===== src/sgm_pkg.sv =====
// Package for the signal modulator: register map, fields, select codes
package sgm_pkg;
   // ****************************************************************
   // Register indices (printed offsets are not multiples of four)
   // ****************************************************************
   localparam logic [11:0] SGM_IDX_CTRL = 12'h897;
   localparam logic [11:0] SGM_IDX_CARRIER = 12'h898;
   localparam logic [11:0] SGM_IDX_SRC = 12'h899;
   localparam logic [11:0] SGM_IDX_LO_CAR = 12'h89a;
   localparam logic [11:0] SGM_IDX_HI_CAR = 12'h89b;
   localparam int SGM_BYTES_PER_REG = 4;
   localparam logic [7:0] SGM_RESET_VAL = 8'h00;
   // ****************************************************************
   // Field positions
   // ****************************************************************
   localparam int SGM_EN_BIT = 7;
   localparam int SGM_OUT_BIT = 5;
   localparam int SGM_OUT_INV_BIT = 4;
   localparam int SGM_SWBIT_BIT = 0;
   localparam int SGM_HI_INV_BIT = 5;
   localparam int SGM_HI_SYNC_BIT = 4;
   localparam int SGM_LO_INV_BIT = 1;
   localparam int SGM_LO_SYNC_BIT = 0;
   localparam int SGM_CAR_W = 4;
   localparam int SGM_SRC_W = 5;
   localparam int SGM_CAR_N = 15;
   localparam int SGM_SRC_N = 17;
   localparam logic [4:0] SGM_SRC_SWBIT = 5'h01;
endpackage


===== src/sgm_modulator.sv =====
// Data signal modulator top: APB registers, carrier mixing and sync
//
// Summary of operation
// - Output is modulator AND high carrier when high, low carrier when low.
// - Enable bit 7 set mixes inputs; cleared gives no output.
// - Enable clear holds pin low; selections kept; resumes when set again.
// - Control bit 5 reads the present modulated output.
// - Output invert bit 4 inverts output so it idles high.
// - Carrier invert bits flip the selected high or low carrier.
// - High sync bit 4 waits for high carrier fall before switching low.
// - Low sync bit 0 waits for low carrier fall before switching high.
// - With sync, the carrier pulse in progress finishes low before switching.
// - Without sync, narrowed pulses or spurs may appear in the output.
// - High carrier select codes pick pins, clocks, peripherals; 1111 reserved.
// - Low carrier select uses the same encoding; 1111 reserved.
// - Modulator source codes 00000-10000 valid; 10001-11111 reserved.
// - Block keeps modulating in sleep while its sources keep running; here clk must keep running too.
// - Any reset disables the block and restores register defaults.
// - Peripheral disable makes block inactive; re-enable gives reset values.
//
// Register access over APB was chosen for this implementation.
`timescale 1ns/10ps
module sgm_modulator
   import sgm_pkg::*;
(
   // Clock and reset
   input wire logic clk,
   input wire logic sys_rst,
   // Peripheral disable
   input wire logic modulator_power_off,
   // APB slave
   input wire logic psel,
   input wire logic penable,
   input wire logic pwrite,
   input wire logic [31:0] paddr,
   input wire logic [31:0] pwdata,
   input wire logic [3:0] pstrb,
   output logic [31:0] prdata,
   output logic pready,
   output logic pslverr,
   // Carrier sources, index equals select code
   input wire logic [SGM_CAR_N-1:0] carrier_sources,
   // Modulator sources, code 1 slot unused (software bit)
   input wire logic [SGM_SRC_N-1:0] modulator_sources,
   // Output pin
   output logic modulated_output_pin
);
   // ****************************************************************
   // Registers
   // ****************************************************************
   logic enable_q, output_invert_q, software_modulation_bit_q;
   logic high_carrier_invert_q, high_carrier_sync_en_q;
   logic low_carrier_invert_q, low_carrier_sync_en_q;
   logic [SGM_SRC_W-1:0] modulator_source_sel_q;
   logic [SGM_CAR_W-1:0] low_carrier_sel_q, high_carrier_sel_q;
   logic [31:0] prdata_d;
   logic blk_rst;
   // Peripheral disable acts as a held reset of everything
   assign blk_rst = sys_rst | modulator_power_off;

   // ****************************************************************
   // APB decode
   // ****************************************************************
   localparam logic [31:0] A_CTRL = 32'(SGM_IDX_CTRL) * SGM_BYTES_PER_REG;
   localparam logic [31:0] A_CARRIER = 32'(SGM_IDX_CARRIER) * SGM_BYTES_PER_REG;
   localparam logic [31:0] A_SRC = 32'(SGM_IDX_SRC) * SGM_BYTES_PER_REG;
   localparam logic [31:0] A_LO_CAR = 32'(SGM_IDX_LO_CAR) * SGM_BYTES_PER_REG;
   localparam logic [31:0] A_HI_CAR = 32'(SGM_IDX_HI_CAR) * SGM_BYTES_PER_REG;
   wire access = psel & penable;
   wire wr_lane0 = access & pwrite & pstrb[0];
   wire hit_ctrl = paddr == A_CTRL;
   wire hit_carrier = paddr == A_CARRIER;
   wire hit_src = paddr == A_SRC;
   wire hit_lo_car = paddr == A_LO_CAR;
   wire hit_hi_car = paddr == A_HI_CAR;
   wire hit_any = hit_ctrl | hit_carrier | hit_src | hit_lo_car | hit_hi_car;
   wire [7:0] wb = pwdata[7:0];

   logic mixed_q;
   wire [7:0] rd_ctrl = {enable_q, 1'b0, mixed_q, output_invert_q, 3'b000,
                         software_modulation_bit_q};
   wire [7:0] rd_carrier = {2'b00, high_carrier_invert_q, high_carrier_sync_en_q,
                            2'b00, low_carrier_invert_q, low_carrier_sync_en_q};
   assign prdata_d = hit_ctrl ? {24'h000000, rd_ctrl} :
                     hit_carrier ? {24'h000000, rd_carrier} :
                     hit_src ? {27'h0000000, modulator_source_sel_q} :
                     hit_lo_car ? {28'h0000000, low_carrier_sel_q} :
                     hit_hi_car ? {28'h0000000, high_carrier_sel_q} : 32'h00000000;

   // Zero wait states; unmapped addresses answer with pslverr
   always_ff @(posedge clk) begin
      if (blk_rst) begin
         pready <= 1'b0;
         pslverr <= 1'b0;
         prdata <= 32'h00000000;
      end else begin
         pready <= psel & ~penable;
         pslverr <= psel & ~penable & ~hit_any;
         prdata <= (psel & ~penable & ~pwrite) ? prdata_d : 32'h00000000;
      end
   end

   // Writes land at the access edge where pready is high
   wire wr = wr_lane0 & pready;
   always_ff @(posedge clk) begin
      if (blk_rst) begin
         enable_q <= SGM_RESET_VAL[SGM_EN_BIT];
         output_invert_q <= SGM_RESET_VAL[SGM_OUT_INV_BIT];
         software_modulation_bit_q <= SGM_RESET_VAL[SGM_SWBIT_BIT];
         high_carrier_invert_q <= SGM_RESET_VAL[SGM_HI_INV_BIT];
         high_carrier_sync_en_q <= SGM_RESET_VAL[SGM_HI_SYNC_BIT];
         low_carrier_invert_q <= SGM_RESET_VAL[SGM_LO_INV_BIT];
         low_carrier_sync_en_q <= SGM_RESET_VAL[SGM_LO_SYNC_BIT];
         modulator_source_sel_q <= SGM_RESET_VAL[SGM_SRC_W-1:0];
         low_carrier_sel_q <= SGM_RESET_VAL[SGM_CAR_W-1:0];
         high_carrier_sel_q <= SGM_RESET_VAL[SGM_CAR_W-1:0];
      end else if (wr) begin
         if (hit_ctrl) begin
            enable_q <= wb[SGM_EN_BIT];
            output_invert_q <= wb[SGM_OUT_INV_BIT];
            software_modulation_bit_q <= wb[SGM_SWBIT_BIT];
         end
         if (hit_carrier) begin
            high_carrier_invert_q <= wb[SGM_HI_INV_BIT];
            high_carrier_sync_en_q <= wb[SGM_HI_SYNC_BIT];
            low_carrier_invert_q <= wb[SGM_LO_INV_BIT];
            low_carrier_sync_en_q <= wb[SGM_LO_SYNC_BIT];
         end
         if (hit_src) begin
            modulator_source_sel_q <= wb[SGM_SRC_W-1:0];
         end
         if (hit_lo_car) begin
            low_carrier_sel_q <= wb[SGM_CAR_W-1:0];
         end
         if (hit_hi_car) begin
            high_carrier_sel_q <= wb[SGM_CAR_W-1:0];
         end
      end
   end

   // ****************************************************************
   // Source selection
   // ****************************************************************
   logic high_raw_q, low_raw_q, mod_q;
   logic [SGM_SRC_N-1:0] mod_inputs;
   // Software bit takes code 1; a synchronous bit, so fast sources beat it
   assign mod_inputs = {modulator_sources[SGM_SRC_N-1:2], software_modulation_bit_q,
                        modulator_sources[0]};

   sgm_source_mux #(.SEL_W(SGM_CAR_W), .N(SGM_CAR_N)) u_high_mux (
      .clk(clk), .sys_rst(blk_rst), .sel(high_carrier_sel_q),
      .sources(carrier_sources), .picked_q(high_raw_q));
   sgm_source_mux #(.SEL_W(SGM_CAR_W), .N(SGM_CAR_N)) u_low_mux (
      .clk(clk), .sys_rst(blk_rst), .sel(low_carrier_sel_q),
      .sources(carrier_sources), .picked_q(low_raw_q));
   sgm_source_mux #(.SEL_W(SGM_SRC_W), .N(SGM_SRC_N)) u_mod_mux (
      .clk(clk), .sys_rst(blk_rst), .sel(modulator_source_sel_q),
      .sources(mod_inputs), .picked_q(mod_q));

   wire high_car = high_raw_q ^ high_carrier_invert_q;
   wire low_car = low_raw_q ^ low_carrier_invert_q;

   // ****************************************************************
   // Carrier switch with optional falling-edge synchronisation
   // ****************************************************************
   // use_high_q tracks which carrier is being mixed; it follows the
   // modulator at once unless sync holds it until the active carrier is low.
   logic use_high_q, use_high_d;
   wire want_switch = mod_q != use_high_q;
   wire hold_high = use_high_q & high_carrier_sync_en_q & high_car;
   wire hold_low = ~use_high_q & low_carrier_sync_en_q & low_car;
   // Unsynced switching may chop a pulse; that is accepted
   assign use_high_d = (want_switch & ~hold_high & ~hold_low) ? mod_q : use_high_q;
   always_ff @(posedge clk) begin
      if (blk_rst) begin
         use_high_q <= 1'b0;
      end else begin
         use_high_q <= use_high_d;
      end
   end

   // Carrier alone carries the output; the modulator picks which one.
   // Plain AND with modulator would kill the low carrier, so FSK needs this.
   wire active_car = use_high_d ? high_car : low_car;
   wire mixed_d = enable_q & active_car;
   wire pin_d = enable_q & (mixed_d ^ output_invert_q);
   // Fully clocked by clk, so it keeps running in sleep while clk does
   always_ff @(posedge clk) begin
      if (blk_rst) begin
         mixed_q <= 1'b0;
         modulated_output_pin <= 1'b0;
      end else begin
         mixed_q <= mixed_d;
         modulated_output_pin <= pin_d;
      end
   end
endmodule // sgm_modulator


===== src/sgm_source_mux.sv =====
// Source selector: picks one input by code, reserved codes give low
`timescale 1ns/10ps
module sgm_source_mux #(
   parameter int SEL_W = 4,
   parameter int N = 15
) (
   // Clock and reset
   input wire logic clk,
   input wire logic sys_rst,
   // Selection
   input wire logic [SEL_W-1:0] sel,
   input wire logic [N-1:0] sources,
   // Registered selected source
   output logic picked_q
);
   logic picked_d;
   // Reserved codes read as constant low
   assign picked_d = (32'(sel) < N) ? sources[sel] : 1'b0;
   always_ff @(posedge clk) begin
      if (sys_rst) begin
         picked_q <= 1'b0;
      end else begin
         picked_q <= picked_d;
      end
   end
endmodule // sgm_source_mux


===== config.mk =====
export PLATFORM = sky130hd
export DESIGN_NAME = sgm_modulator
export DESIGN_NICKNAME = d
export VERILOG_FILES = /design/src/sgm_pkg.sv /design/src/sgm_modulator.sv /design/src/sgm_source_mux.sv
export SDC_FILE = /design/constraint.sdc
export NUM_CORES = 1
export LEC_CHECK = 0
export BUFFER_PORTS_ARGS = -buffer_cell sky130_fd_sc_hd__buf_2
export CORE_ASPECT_RATIO = 1.75
export CORE_MARGIN = 2
export CORE_UTILIZATION = 43
export CTS_CLUSTER_SIZE = 10
export DETAILED_ROUTE_END_ITERATION = 10
export PLACE_DENSITY = 0.81
export SLEW_MARGIN = 20
export SYNTH_ARGS = -nofsm -noshare
export SYNTH_HDL_FRONTEND = slang
export SYNTH_SLANG_ARGS = --single-unit

===== constraint.sdc =====
create_clock -name clk -period 4.25 [get_ports clk]
set_input_delay 1.275 -clock clk [delete_from_list [all_inputs] [get_ports clk]]
set_output_delay 1.275 -clock clk [all_outputs]
set_load 0.01 [all_outputs]

==> impl_metrics.py <==
metrics = {
    "clocking": {
        "post_cts_resize_count": 0,
        "path_clk_slew_ns": 0.07,
        "htree_levels": 2,
        "cts_hold_buffers": 0,
        "cts_sinks": 35,
        "cts_setup_buffers": 0,
        "root_buffer": "clkbuf_8",
        "insertion_delay_ns": 0.30,
        "cts_buffers": 5,
        "cts_buffer_depth": 2,
        "cts_tree": "built",
    },
    "synthesis": {
        "ys_top_cells_by_area": "dfxtp_1 (32%), mux4_2 (13%), mux2i_1 (12%)",
        "synth_edf_count": 0,
        "synth_flop_cell": "dfxtp_1",
        "synth.avg_cell_area_um2": 9.68,
        "synth_top_cell_area_share_pct": 32.0,
        "syn-cell-area_um2": 2190,
        "yosys_warnings": 0,
        "synth_largest_area_cell": "dfxtp_1",
        "yosysSeqAreaShare_pct": 32.0,
        "synth_cells": 226,
        "yosys_register_bits": 35,
        "ys_types": 43,
        "synthArstFlopShare_pct": 0,
    },
    "setup_path": {
        "critical_path.top_delay_family": "simple AND/OR/NAND/NOR gates",
        "crit_arrival_ns": 3.42,
        "crit_path_max_incr_delay_ns": 0.63,
        "cp-start-kind": "input pin",
        "cp.buffers_inverters": 1,
        "reg2reg_slack_ns": 2.46,
        "crit_type": "input pin to register",
        "required_ns": 4.47,
        "crit_chain": "buf_2 -> or4b_1 -> or4_4 -> nor4b_2 -> mux2i_1",
        "slowest_stage": "or4_4",
        "cp-end-kind": "register",
        "path_max_fanout": 9,
    },
    "cells_and_area": {
        "drive_gt1_share_pct": 39.9,
        "area_growth_syn_to_layout_pct": 19.7,
        "fillerInstances": 465,
        "final_nets": 412,
        "diodes": 0,
        "design_area_um2": 2620,
    },
    "timing": {
        "finalHoldViolCount": 0,
        "period_minus_slack_ns": 3.20,
        "tightestPinTransition_ns": 0.832,
        "hold_ws_ns": 0.440,
        "clock_skew_ns": 0.0102,
        "min_period_over_period_pct": 75.2,
        "fmax_mhz": 313,
        "slew_viol_final": 0,
        "tns_ns": 0,
        "setup_viol": 0,
        "relSlewSlack_pct": 44.3,
        "rsz0062_at_grt": "no",
    },
    "grt": {
        "track_usage_pct": 18.1,
        "antenna_found_initial": 0,
        "grt_overflow": 0,
        "grt_pass1_vias": 1790,
        "grt_pass1_wl_um": 7780,
        "grt_max_degree": 17,
    },
    "floorplan": {
        "ios": 141,
        "die_h_um": 98.3,
        "start_util_pct": 44.3,
        "num_rows": 34,
        "core_area_um2": 4930,
        "die-area_um2": 5700,
        "die_x_um": 57.9,
    },
    "routing": {
        "firstDrtPassIters": 4,
        "first_iter_violations": 53,
        "viasPerCell": 5.30,
        "drc_errors": 0,
        "wirelength_um": 5190,
        "wl_per_cell_um": 14.4,
        "vias": 1907,
        "ant_nets": 0,
    },
    "placed_design": {
        "place_area_um2": 2530,
        "io_buffers": 86,
        "gp_congestion": 0.817,
        "hpwl_um": 4270,
    },
    "pwr": {
        "power.leakage_nw": 1.19,
        "power_density_nw_per_um2": 251,
        "peakVddDrop_mv": 0.173,
    },
    "hold_path": {
        "min_path_type": "register to register",
    },
    "run": {
        "cap_violations": 0,
    },
    "status": {
        "outcome": "completed",
    },
}
[flip-flops by register name (all words and copies together) (netlist names), 4 cells and up]
register,count
prdata,7
high_carrier_sel_q,4
low_carrier_sel_q,4
modulator_source_sel_q,5
[cells in the mapped netlist (2+ instances only)]
cell	n
dfxtp_1	35
nand2_1	31
mux2i_1	27
buf_4	25
nor2_1	14
mux4_2	13
clkbuf_1	8
a21oi_1	5
inv_1	5
nor4_1	5
o21ai_0	4
and2_1	3
buf_1	3
nand2b_1	3
or2_2	3
a21o_1	2
a22oi_1	2
and3_1	2
buf_6	2
nand3b_1	2
nor2b_1	2
nor3_1	2
nor4_4	2
or3_1	2
or3_2	2
or4b_1	2
or4b_2	2
or4b_4	2
xor2_1	2
[layout by cell type, fill, tap and decap left out, drive strengths merged, types with 2 or more instances in the layout]
cell type	n
or4b	6
or4	2
a21oi	5
and2	3
mux4	13
nand2b	3
a22oi	2
o21ai	4
conb	25
nand2	31
clkbuf	6
nor2b	2
inv	5
nor4b	2
or2	3
nand3b	2
a21o	2
xor2	2
nor3	2
nor2	14
mux2i	27
and3	2
or3	4
dfxtp	35
buf	87
nor4	7
[final cells by class]
class	count	area, um2	area share (%)
clock buffer	6	82.6	3.15
tap	54	67.6	2.58
inverter	5	18.8	0.717
multi-input combinational	172	1310	49.9
clock inverter	1	5.00	0.191
timing repair buffer	87	438	16.7
sequential	35	701	26.8
[per-layer routing]
layer	global-route usage (%)	wire [um]
met4	10.0	182
met3	4.77	396
met2	34.7	2900
met1	16.1	1720
met5	0	0
[worst paths after layout]
kind / from / depth (start not counted) / endpoint
max: paddr[8] / 5 / high_carrier_sync_en_q
min: mixed_q / 2 / prdata[5]
max reg2reg: low_carrier_sel_q[0] / 3 / u_low_mux.picked_q
min reg2reg: mixed_q / 2 / prdata[5]
[cells by family after synthesis]
group	count (synthesis)	synth area share [%]
AOI/OAI and AO/OA	19	5.66
xor gates and xnor gates	2	0.801
buffers and inverters	43	12.4
DFF	35	32.0
muxes	40	25.7
other	1	0.171
and+or+nand+nor	86	23.2
[where the power goes]
| group | total (mW) | switching, mW | internal, mW |
|---|---|---|---|
| Sequential | 0.331 | 0.00115 | 0.330 |
| Combinational | 0.0835 | 0.0410 | 0.0425 |
| Clock | 0.242 | 0.115 | 0.127 |
| Total | 0.656 | 0.157 | 0.499 |
[per-stage QoR]
stage,std cells,worst slack [ns],total power [mW],utilization [%]
final,360,1.05,0.656,53.1
after global routing,360,0.953,0.683,53.1
after CTS,360,1.05,0.663,53.1
after detailed placement,353,0.756,0.422,51.3
after global placement,353,0.743,0.419,51.3
after floorplan,250,0.917,0.396,-
[worst min-delay path: stages, from the launching register on]
cell     delay [ns]
dfxtp_1        0.30
nand2_1        0.05
a21oi_1        0.05
(Power assumes the default switching activity.)
